## src/pkg/tcx_pkg.sv

```systemverilog
// constants, types and register map of the dual timer/counter block
package tcx_pkg;

    // ------------------------------------------------------------------
    // register word indices (byte address is four times the index)
    // ------------------------------------------------------------------
    localparam logic [9:0] TCX_IDX_TRUN = 10'h088; // run and flag register
    localparam logic [9:0] TCX_IDX_TIMER_MODE_SELECT = 10'h089; // timer mode select
    localparam logic [9:0] TCX_IDX_TL0  = 10'h08a;
    localparam logic [9:0] TCX_IDX_TL1  = 10'h08b;
    localparam logic [9:0] TCX_IDX_TH0  = 10'h08c;
    localparam logic [9:0] TCX_IDX_TH1  = 10'h08d;
    localparam logic [9:0] TCX_IDX_ISTS = 10'h090; // sticky status, ro
    localparam logic [9:0] TCX_IDX_ICLR = 10'h091; // clear, wo
    localparam logic [9:0] TCX_IDX_IEN  = 10'h092; // enable, rw

    // ------------------------------------------------------------------
    // bit positions of the run and flag register
    // ------------------------------------------------------------------
    localparam int TCX_B_TF1 = 7;
    localparam int TCX_B_TR1 = 6;
    localparam int TCX_B_TF0 = 5;
    localparam int TCX_B_TR0 = 4;
    localparam int TCX_B_IE1 = 3;
    localparam int TCX_B_IT1 = 2;
    localparam int TCX_B_IE0 = 1;
    localparam int TCX_B_IT0 = 0;

    // mode register: timer one in the upper nibble, timer zero lower
    localparam int TCX_B_GATE = 3;
    localparam int TCX_B_CSEL = 2;

    // event / vector order: ext0, t0, ext1, t1
    localparam int TCX_EV_X0 = 0;
    localparam int TCX_EV_T0 = 1;
    localparam int TCX_EV_X1 = 2;
    localparam int TCX_EV_T1 = 3;

    // values after reset
    localparam logic [7:0] TCX_RST_BYTE = 8'h00;
    localparam logic [3:0] TCX_RST_NIB  = 4'h0;

    // ------------------------------------------------------------------
    // types
    // ------------------------------------------------------------------
    typedef enum logic [1:0] {
        TCX_M13   = 2'b00,
        TCX_M16   = 2'b01,
        TCX_RLD   = 2'b10,
        TCX_SPLIT = 2'b11
    } tcx_mode_t;

    typedef struct packed {
        logic        cyc;
        logic        stb;
        logic        we;
        logic [11:2] adr;
        logic [3:0]  sel;
        logic [31:0] dat;
    } tcx_wb_req_t;

    typedef struct packed {
        logic        ack;
        logic [31:0] dat;
    } tcx_wb_rsp_t;

endpackage

```

## src/design/tcx_timer_ctrl.sv

```systemverilog
// dual timer/counter with external interrupt flags, wishbone slave
//
// Implementation choice: the Wishbone slave port.
`timescale 1ns/1ps
module tcx_timer_ctrl
    import tcx_pkg::*;
(
    // clock and reset
    input  wire logic        clk_i,
    input  wire logic        rst_i,
    // wishbone slave
    input  wire tcx_wb_req_t wb_i,
    output tcx_wb_rsp_t      wb_o,
    // external pins
    input  wire logic        ext_irq0_pin_i,
    input  wire logic        ext_irq1_pin_i,
    input  wire logic        count_pin_zero_i,
    input  wire logic        count_pin_one_i,
    // interrupt vectoring and requests
    input  wire logic [3:0]  vector_ack_i,
    output logic      [3:0]  int_req_o,
    output logic             irq_o
);

    // ------------------------------------------------------------------
    // timer step for modes 00..10; split code holds the count
    // ------------------------------------------------------------------
    function automatic logic [16:0] tcx_step(input tcx_mode_t m,
                                             input logic [7:0] tl,
                                             input logic [7:0] th);
        logic [13:0] s13;
        logic [16:0] s17;
        logic [16:0] r;
        s13 = {1'b0, th, tl[4:0]} + 14'h0001;
        s17 = {1'b0, th, tl} + 17'h0_0001;
        r   = {1'b0, th, tl};
        unique case (m)
            TCX_M13: begin
                r = {s13[13], s13[12:5], tl[7:5], s13[4:0]};
            end
            TCX_M16: begin
                r = s17;
            end
            TCX_RLD: begin
                if (tl == 8'hff) begin
                    r = {1'b1, th, th};
                end else begin
                    r = {1'b0, th, tl + 8'h01};
                end
            end
            TCX_SPLIT: begin
                r = {1'b0, th, tl};
            end
        endcase
        return r;
    endfunction

    // ------------------------------------------------------------------
    // state
    // ------------------------------------------------------------------
    logic [7:0] trun_q;
    logic [7:0] timer_mode_select_q;
    logic [7:0] tl0_q, th0_q, tl1_q, th1_q;
    logic [3:0] sts_q, en_q;
    logic       ack_q, irq_q;
    logic [7:0] rdat_q;
    logic       x0_prev_q, x1_prev_q, c0_prev_q, c1_prev_q;

    logic [7:0]  tl0_d, th0_d, tl1_d, th1_d;
    logic        tf0_set, tf1_set, ie0_set, ie1_set;
    logic [16:0] st0, st1;
    logic        run0, run1, tick0, tick1;
    logic [3:0]  ev;
    tcx_mode_t   m0, m1;

    // ------------------------------------------------------------------
    // bus decode: write lands on the edge that sees ack high
    // ------------------------------------------------------------------
    logic       req, wr_en;
    logic [9:0] idx;
    logic [7:0] wdat;
    assign req   = wb_i.cyc & wb_i.stb;
    assign wr_en = req & wb_i.we & ack_q & wb_i.sel[0];
    assign idx   = wb_i.adr;
    assign wdat  = wb_i.dat[7:0];

    function automatic logic wr_at(input logic en, input logic [9:0] a,
                                   input logic [9:0] target);
        return en && (a == target);
    endfunction

    // ------------------------------------------------------------------
    // pin history for falling edge detection
    // ------------------------------------------------------------------
    always_ff @(posedge clk_i) begin
        if (rst_i) begin
            x0_prev_q <= 1'b1;
            x1_prev_q <= 1'b1;
            c0_prev_q <= 1'b1;
            c1_prev_q <= 1'b1;
        end else begin
            x0_prev_q <= ext_irq0_pin_i;
            x1_prev_q <= ext_irq1_pin_i;
            c0_prev_q <= count_pin_zero_i;
            c1_prev_q <= count_pin_one_i;
        end
    end

    // ------------------------------------------------------------------
    // count enables and next counter values
    // ------------------------------------------------------------------
    always_comb begin
        m0 = tcx_mode_t'(timer_mode_select_q[1:0]);
        m1 = tcx_mode_t'(timer_mode_select_q[5:4]);
        // gating by the interrupt pin
        run0 = trun_q[TCX_B_TR0] & (~timer_mode_select_q[TCX_B_GATE]
               | ext_irq0_pin_i);
        run1 = trun_q[TCX_B_TR1] & (~timer_mode_select_q[4 + TCX_B_GATE]
               | ext_irq1_pin_i);
        // clock or falling edge of the count pin
        tick0 = timer_mode_select_q[TCX_B_CSEL] ? (c0_prev_q & ~count_pin_zero_i)
                                   : 1'b1;
        tick1 = timer_mode_select_q[4 + TCX_B_CSEL] ? (c1_prev_q & ~count_pin_one_i)
                                       : 1'b1;
        st0 = tcx_step(m0, tl0_q, th0_q);
        st1 = tcx_step(m1, tl1_q, th1_q);
        tl0_d   = tl0_q;
        th0_d   = th0_q;
        tl1_d   = tl1_q;
        th1_d   = th1_q;
        tf0_set = 1'b0;
        tf1_set = 1'b0;
        if (m0 == TCX_SPLIT) begin
            // low byte on timer zero controls
            if (run0 && tick0) begin
                tl0_d   = tl0_q + 8'h01;
                tf0_set = (tl0_q == 8'hff);
            end
            // high byte counts clocks under timer one run bit
            if (trun_q[TCX_B_TR1]) begin
                th0_d   = th0_q + 8'h01;
                tf1_set = (th0_q == 8'hff);
            end
        end else if (run0 && tick0) begin
            {tf0_set, th0_d, tl0_d} = st0;
        end
        // timer one keeps counting in split mode but loses its flag
        if (run1 && tick1) begin
            th1_d = st1[15:8];
            tl1_d = st1[7:0];
            if (m0 != TCX_SPLIT) begin
                tf1_set = st1[16];
            end
        end
    end

    // ------------------------------------------------------------------
    // counter registers; a software write beats a count
    // ------------------------------------------------------------------
    always_ff @(posedge clk_i) begin
        if (rst_i) begin
            tl0_q <= TCX_RST_BYTE;
            th0_q <= TCX_RST_BYTE;
            tl1_q <= TCX_RST_BYTE;
            th1_q <= TCX_RST_BYTE;
        end else begin
            tl0_q <= wr_at(wr_en, idx, TCX_IDX_TL0) ? wdat : tl0_d;
            th0_q <= wr_at(wr_en, idx, TCX_IDX_TH0) ? wdat : th0_d;
            tl1_q <= wr_at(wr_en, idx, TCX_IDX_TL1) ? wdat : tl1_d;
            th1_q <= wr_at(wr_en, idx, TCX_IDX_TH1) ? wdat : th1_d;
        end
    end

    // ------------------------------------------------------------------
    // mode register
    // ------------------------------------------------------------------
    always_ff @(posedge clk_i) begin
        if (rst_i) begin
            timer_mode_select_q <= TCX_RST_BYTE;
        end else if (wr_at(wr_en, idx, TCX_IDX_TIMER_MODE_SELECT)) begin
            timer_mode_select_q <= wdat;
        end
    end

    // ------------------------------------------------------------------
    // external request triggers
    // ------------------------------------------------------------------
    assign ie0_set = trun_q[TCX_B_IT0] ? (x0_prev_q & ~ext_irq0_pin_i)
                                       : ~ext_irq0_pin_i;
    assign ie1_set = trun_q[TCX_B_IT1] ? (x1_prev_q & ~ext_irq1_pin_i)
                                       : ~ext_irq1_pin_i;

    // ------------------------------------------------------------------
    // run and flag register; hardware set wins over any clear
    // ------------------------------------------------------------------
    always_ff @(posedge clk_i) begin
        if (rst_i) begin
            trun_q <= TCX_RST_BYTE;
        end else begin
            if (wr_at(wr_en, idx, TCX_IDX_TRUN)) begin
                trun_q <= wdat;
            end
            if (vector_ack_i[TCX_EV_T1]) begin
                trun_q[TCX_B_TF1] <= 1'b0;
            end
            if (vector_ack_i[TCX_EV_T0]) begin
                trun_q[TCX_B_TF0] <= 1'b0;
            end
            if (tf1_set) begin
                trun_q[TCX_B_TF1] <= 1'b1;
            end
            if (tf0_set) begin
                trun_q[TCX_B_TF0] <= 1'b1;
            end
            // edge mode latches; level mode mirrors the inverted pin
            if (trun_q[TCX_B_IT1]) begin
                if (vector_ack_i[TCX_EV_X1]) begin
                    trun_q[TCX_B_IE1] <= 1'b0;
                end
                if (ie1_set) begin
                    trun_q[TCX_B_IE1] <= 1'b1;
                end
            end else begin
                trun_q[TCX_B_IE1] <= ~ext_irq1_pin_i;
            end
            if (trun_q[TCX_B_IT0]) begin
                if (vector_ack_i[TCX_EV_X0]) begin
                    trun_q[TCX_B_IE0] <= 1'b0;
                end
                if (ie0_set) begin
                    trun_q[TCX_B_IE0] <= 1'b1;
                end
            end else begin
                trun_q[TCX_B_IE0] <= ~ext_irq0_pin_i;
            end
        end
    end

    // ------------------------------------------------------------------
    // sticky event status, enable and interrupt line
    // ------------------------------------------------------------------
    assign ev = {tf1_set, ie1_set, tf0_set, ie0_set};

    always_ff @(posedge clk_i) begin
        if (rst_i) begin
            sts_q <= TCX_RST_NIB;
        end else begin
            // new event beats a clear in the same cycle
            sts_q <= (sts_q & ~({4{wr_at(wr_en, idx, TCX_IDX_ICLR)}}
                     & wdat[3:0])) | ev;
        end
    end

    always_ff @(posedge clk_i) begin
        if (rst_i) begin
            en_q <= TCX_RST_NIB;
        end else if (wr_at(wr_en, idx, TCX_IDX_IEN)) begin
            en_q <= wdat[3:0];
        end
    end

    // one cycle behind the status so the output is a flop
    always_ff @(posedge clk_i) begin
        if (rst_i) begin
            irq_q <= 1'b0;
        end else begin
            irq_q <= |(sts_q & en_q);
        end
    end

    // ------------------------------------------------------------------
    // bus answer: one wait state, unmapped reads give zero
    // ------------------------------------------------------------------
    always_ff @(posedge clk_i) begin
        if (rst_i) begin
            ack_q <= 1'b0;
        end else begin
            ack_q <= req & ~ack_q;
        end
    end

    always_ff @(posedge clk_i) begin
        if (rst_i) begin
            rdat_q <= TCX_RST_BYTE;
        end else if (req && !ack_q) begin
            unique case (idx)
                TCX_IDX_TRUN: rdat_q <= trun_q;
                TCX_IDX_TIMER_MODE_SELECT: rdat_q <= timer_mode_select_q;
                TCX_IDX_TL0:  rdat_q <= tl0_q;
                TCX_IDX_TL1:  rdat_q <= tl1_q;
                TCX_IDX_TH0:  rdat_q <= th0_q;
                TCX_IDX_TH1:  rdat_q <= th1_q;
                TCX_IDX_ISTS: rdat_q <= {4'h0, sts_q};
                TCX_IDX_IEN:  rdat_q <= {4'h0, en_q};
                default:      rdat_q <= TCX_RST_BYTE;
            endcase
        end
    end

    assign wb_o.ack  = ack_q;
    assign wb_o.dat  = {24'h00_0000, rdat_q};
    assign irq_o     = irq_q;
    assign int_req_o = {trun_q[TCX_B_TF1], trun_q[TCX_B_IE1],
                        trun_q[TCX_B_TF0], trun_q[TCX_B_IE0]};

    logic no_wr;
    assign no_wr = ~wr_en;
endmodule

```

## config.mk

```make
export PLATFORM = sky130hd
export DESIGN_NAME = tcx_timer_ctrl
export DESIGN_NICKNAME = d
export VERILOG_FILES = /design/src/pkg/tcx_pkg.sv /design/src/design/tcx_timer_ctrl.sv
export SDC_FILE = /design/constraint.sdc
export NUM_CORES = 1
export LEC_CHECK = 0
export ABC_AREA = 1
export BUFFER_PORTS_ARGS = -buffer_cell sky130_fd_sc_hd__buf_4
export CAP_MARGIN = 30
export CORE_MARGIN = 1.5
export CORE_UTILIZATION = 50
export DETAILED_ROUTE_END_ITERATION = 6
export PLACE_DENSITY = 0.73
export SETUP_SLACK_MARGIN = 0.1
export SLEW_MARGIN = 20
export SYNTH_ARGS = -nofsm -noshare
export SYNTH_HDL_FRONTEND = slang
export SYNTH_SLANG_ARGS = --single-unit
```

## constraint.sdc

```tcl
create_clock -name clk_i -period 2.23 [get_ports clk_i]
set_clock_uncertainty 0.15 [all_clocks]
set_input_delay 0.3345 -clock clk_i [delete_from_list [all_inputs] [get_ports clk_i]]
set_output_delay 0.3345 -clock clk_i [all_outputs]
set_load 0.01 [all_outputs]
```

==> reports/results.txt <==
Setup ws final -> 217 ps
Max-Cap Viols -> 0
Initial DRC Count -> 649
Worst min path class -> in -> reg
RSZ-0062 raised after global routing -> false
Worst vdd ir -> 252 uV
Die area -> 0.0116 sq mm
Largest net degree at the start of global routing -> 36
Vias in the first global route -> 5549
Top cells by count, synth -> 173 x nand2_1, 118 x inv_1, 105 x nor2_1, 83 x o21ai_0, 78 x nand3_1
Setup violations, final -> 0
Synth top area cells -> dfxtp_1 26%, nand2_1 12%, inv_1 8.1%
Antenna Cells -> 0
Detailed-route DRC error count -> 2
Fin util -> 57.5%
CTS tree -> yes
Violated checks -> design-rule violations
Std-Cell Rows -> 38
Seq/Total Area, Yosys -> 25.5%
Num CTS Buffers -> 9
Worst Setup SP -> ack_q
Peak Freq -> 497 MHz
CTS Hold Bufs -> 0
# resized after CTS -> 0
EDFF count, synth -> 0
Core Box Area -> 0.0108 sq mm
Layout cells sized above 1 -> 15.0%
Vias/cell -> 5.54
Worst r2r dst -> tl1_q[4]
Final min period -> 2010 ps
Peak fanout along the critical path -> 7
Slew Limit Fails -> 0
Worst-Skew Late Latency -> 350 ps
Reg clk slew, reported paths -> 80 ps
CTS Sinks -> 70
Starting density of the core -> 50.9%
Setup TNS -> 0 ps
GRT Residual Overflow -> 0
Hold Vio Cnt, Final -> 0
Antenna violations before repair -> 0
Io pins -> 97
R2R depth -> 8
P per Cell Area -> 404 mW/mm^2
RePlAce Congestion -> 0.999
Relative slew margins -> 66.6%
Slew @ Worst Pin -> 499 ps
CTS Buffer Depth -> 2
Gate Count Post-Synth -> 897
Synthesized flop and latch total -> 70
Switch share -> 26.7%
Most frequent cell after synthesis -> nand2_1
Nets -> 1018
Setup Fix Bufs, Post-CTS -> 0
Yosys top cell area share -> 25.5%
Top_reg_cell synth -> dfxtp_1
Crit end category -> flop
Ys async rst share -> 0%
CP endpoint -> tl1_q[4]
Internal -> 0.00184 W
Unique masters post-synth -> 42
P_leak -> 2.60 nW
Area leader, netlist -> dfxtp_1
Final Routed Wirelength -> 17.7 mm
Die width -> 108 um
Clock power frac -> 41.6%
Yosys Warn Count -> 0
Syn Area/Cell -> 6.12 sq um
Reg power frac -> 50.4%
Routed vias -> 6077
Run status -> finished, violations left
1st-pass router iterations -> 7
Required time of the critical path -> 2320 ps
Area of the mapped netlist -> 0.00549 sq mm
P_sw -> 0.000668 W
Critical Path AT -> 2100 ps
Kind of critical path -> reg -> reg
Post-DP HPWL -> 13.7 mm
Die Ht -> 108 um
Total track usage -> 31.4%
Worst reg-to-reg setup slack -> 220 ps
Combinational share of power -> 8.0%
Pre-CTS WS -> 153 ps
Worst reg2reg startpoint -> ack_q
Area grow syn2layout -> 12.9%
I/O Buffers -> 45
Final period util -> 90.3%
Wire per inst -> 16.1 um
Fill count -> 1119
Startpoint Class -> flop
Antenna Violating Nets Remaining -> 0
Pwr Total -> 0.00251 W
CTS root buf -> clkbuf_8
H-tree levels -> 3
First-pass GRT wire length -> 28.2 mm
critical path, stage by stage, from the launching register on:
cell and delay (ps):
dfxtp_1 360, nand3_1 120, nor2_4 220, buf_4 200
nand4_2 250, o21ai_2 230, inv_1 110, o21ai_0 160
a21oi_1 80
power by group through the flow:
| stage | clock [W] | combinational [W] | sequential (W) |
|---|---|---|---|
| 6_report | 0.00104 | 0.000202 | 0.00126 |
| 5_1_grt | 0.00110 | 0.000219 | 0.00126 |
| 4_1_cts | 0.00104 | 0.000198 | 0.00126 |
| 3_5_place_dp | 0 | 0.000198 | 0.00129 |
| 3_3_place_gp | 0 | 0.000196 | 0.00129 |
| 2_1_floorplan | 0 | 0.000130 | 0.00129 |
per-layer routing:
| layer | GRT usage [%] | wire length, um | vias up |
|---|---|---|---|
| met3 | 4.24 | 1550 | 55 |
| met2 | 51.5 | 8060 | 301 |
| met4 | 13.3 | 743 | 0 |
| met5 | 0 | 0 | - |
| li1 | - | - | 3018 |
| met1 | 41.1 | 7300 | 2703 |
worst min path at each step:
stage                      startpoint                     end  cells past startpoint
2_1_floorplan          ext_irq1_pin_i               x1_prev_q                      2
3_3_place_gp   timer_mode_select_q[7]  timer_mode_select_q[7]                      2
3_5_place_dp                rdat_q[7]               rdat_q[7]                      2
4_1_cts              count_pin_zero_i               c0_prev_q                      3
5_1_grt              count_pin_zero_i               c0_prev_q                      3
6_report             count_pin_zero_i               c0_prev_q                      3
flip-flops by register name, summed over array words and instances (netlist names):
register,count
en_q,4
c1_prev_q,1
ack_q,1
trun_q,8
timer_mode_select_q,8
sts_q,4
th0_q,8
rdat_q,8
x1_prev_q,1
tl0_q,8
c0_prev_q,1
x0_prev_q,1
th1_q,8
tl1_q,8
irq_o,1
cell usage in the layout, fill, tap and decap left out, types with 12 or more instances in the layout:
master    netlist  routed
o21ai_0        83      83
buf_4          30      73
nand2_1       173     173
dfxtp_1        70      68
inv_1         118     118
o211ai_1       15      15
nor3_1         13      12
a21oi_1        60      60
nand3_1        78      78
nand4_1        29      29
nor2_1        105     104
conb_1          1      24
kinds of logic after synthesis:
family,share of synthesized area (%)
buffers and inverters,14.9
DFF,25.5
other,0.0683
adders and majority gates,1.59
AOI/OAI and AO/OA,19.4
xor gates and xnor gates,1.59
and+or+nand+nor,37.0
layout make-up:
class | count | area, sq um | share of cell area (%)
clock buffer | 10 | 128 | 2.06
clock inverter | 5 | 60.1 | 0.969
inverter | 127 | 477 | 7.69
multi-input combinational | 670 | 3390 | 54.7
sequential | 70 | 1400 | 22.6
tap | 140 | 175 | 2.82
timing repair buffer | 74 | 568 | 9.16
metrics by stage:
step | instance area (sq um) | std cells | hold slack, ps
final | 6200 | 1096 | 14.8
after global routing | 6200 | 1096 | 24.5
after CTS | 6170 | 1096 | 17.2
after detailed placement | 5980 | 1081 | 309
after global placement | 5980 | 1081 | 309
after floorplan | 5580 | 920 | 278
Power figures use the tool's default switching activity.
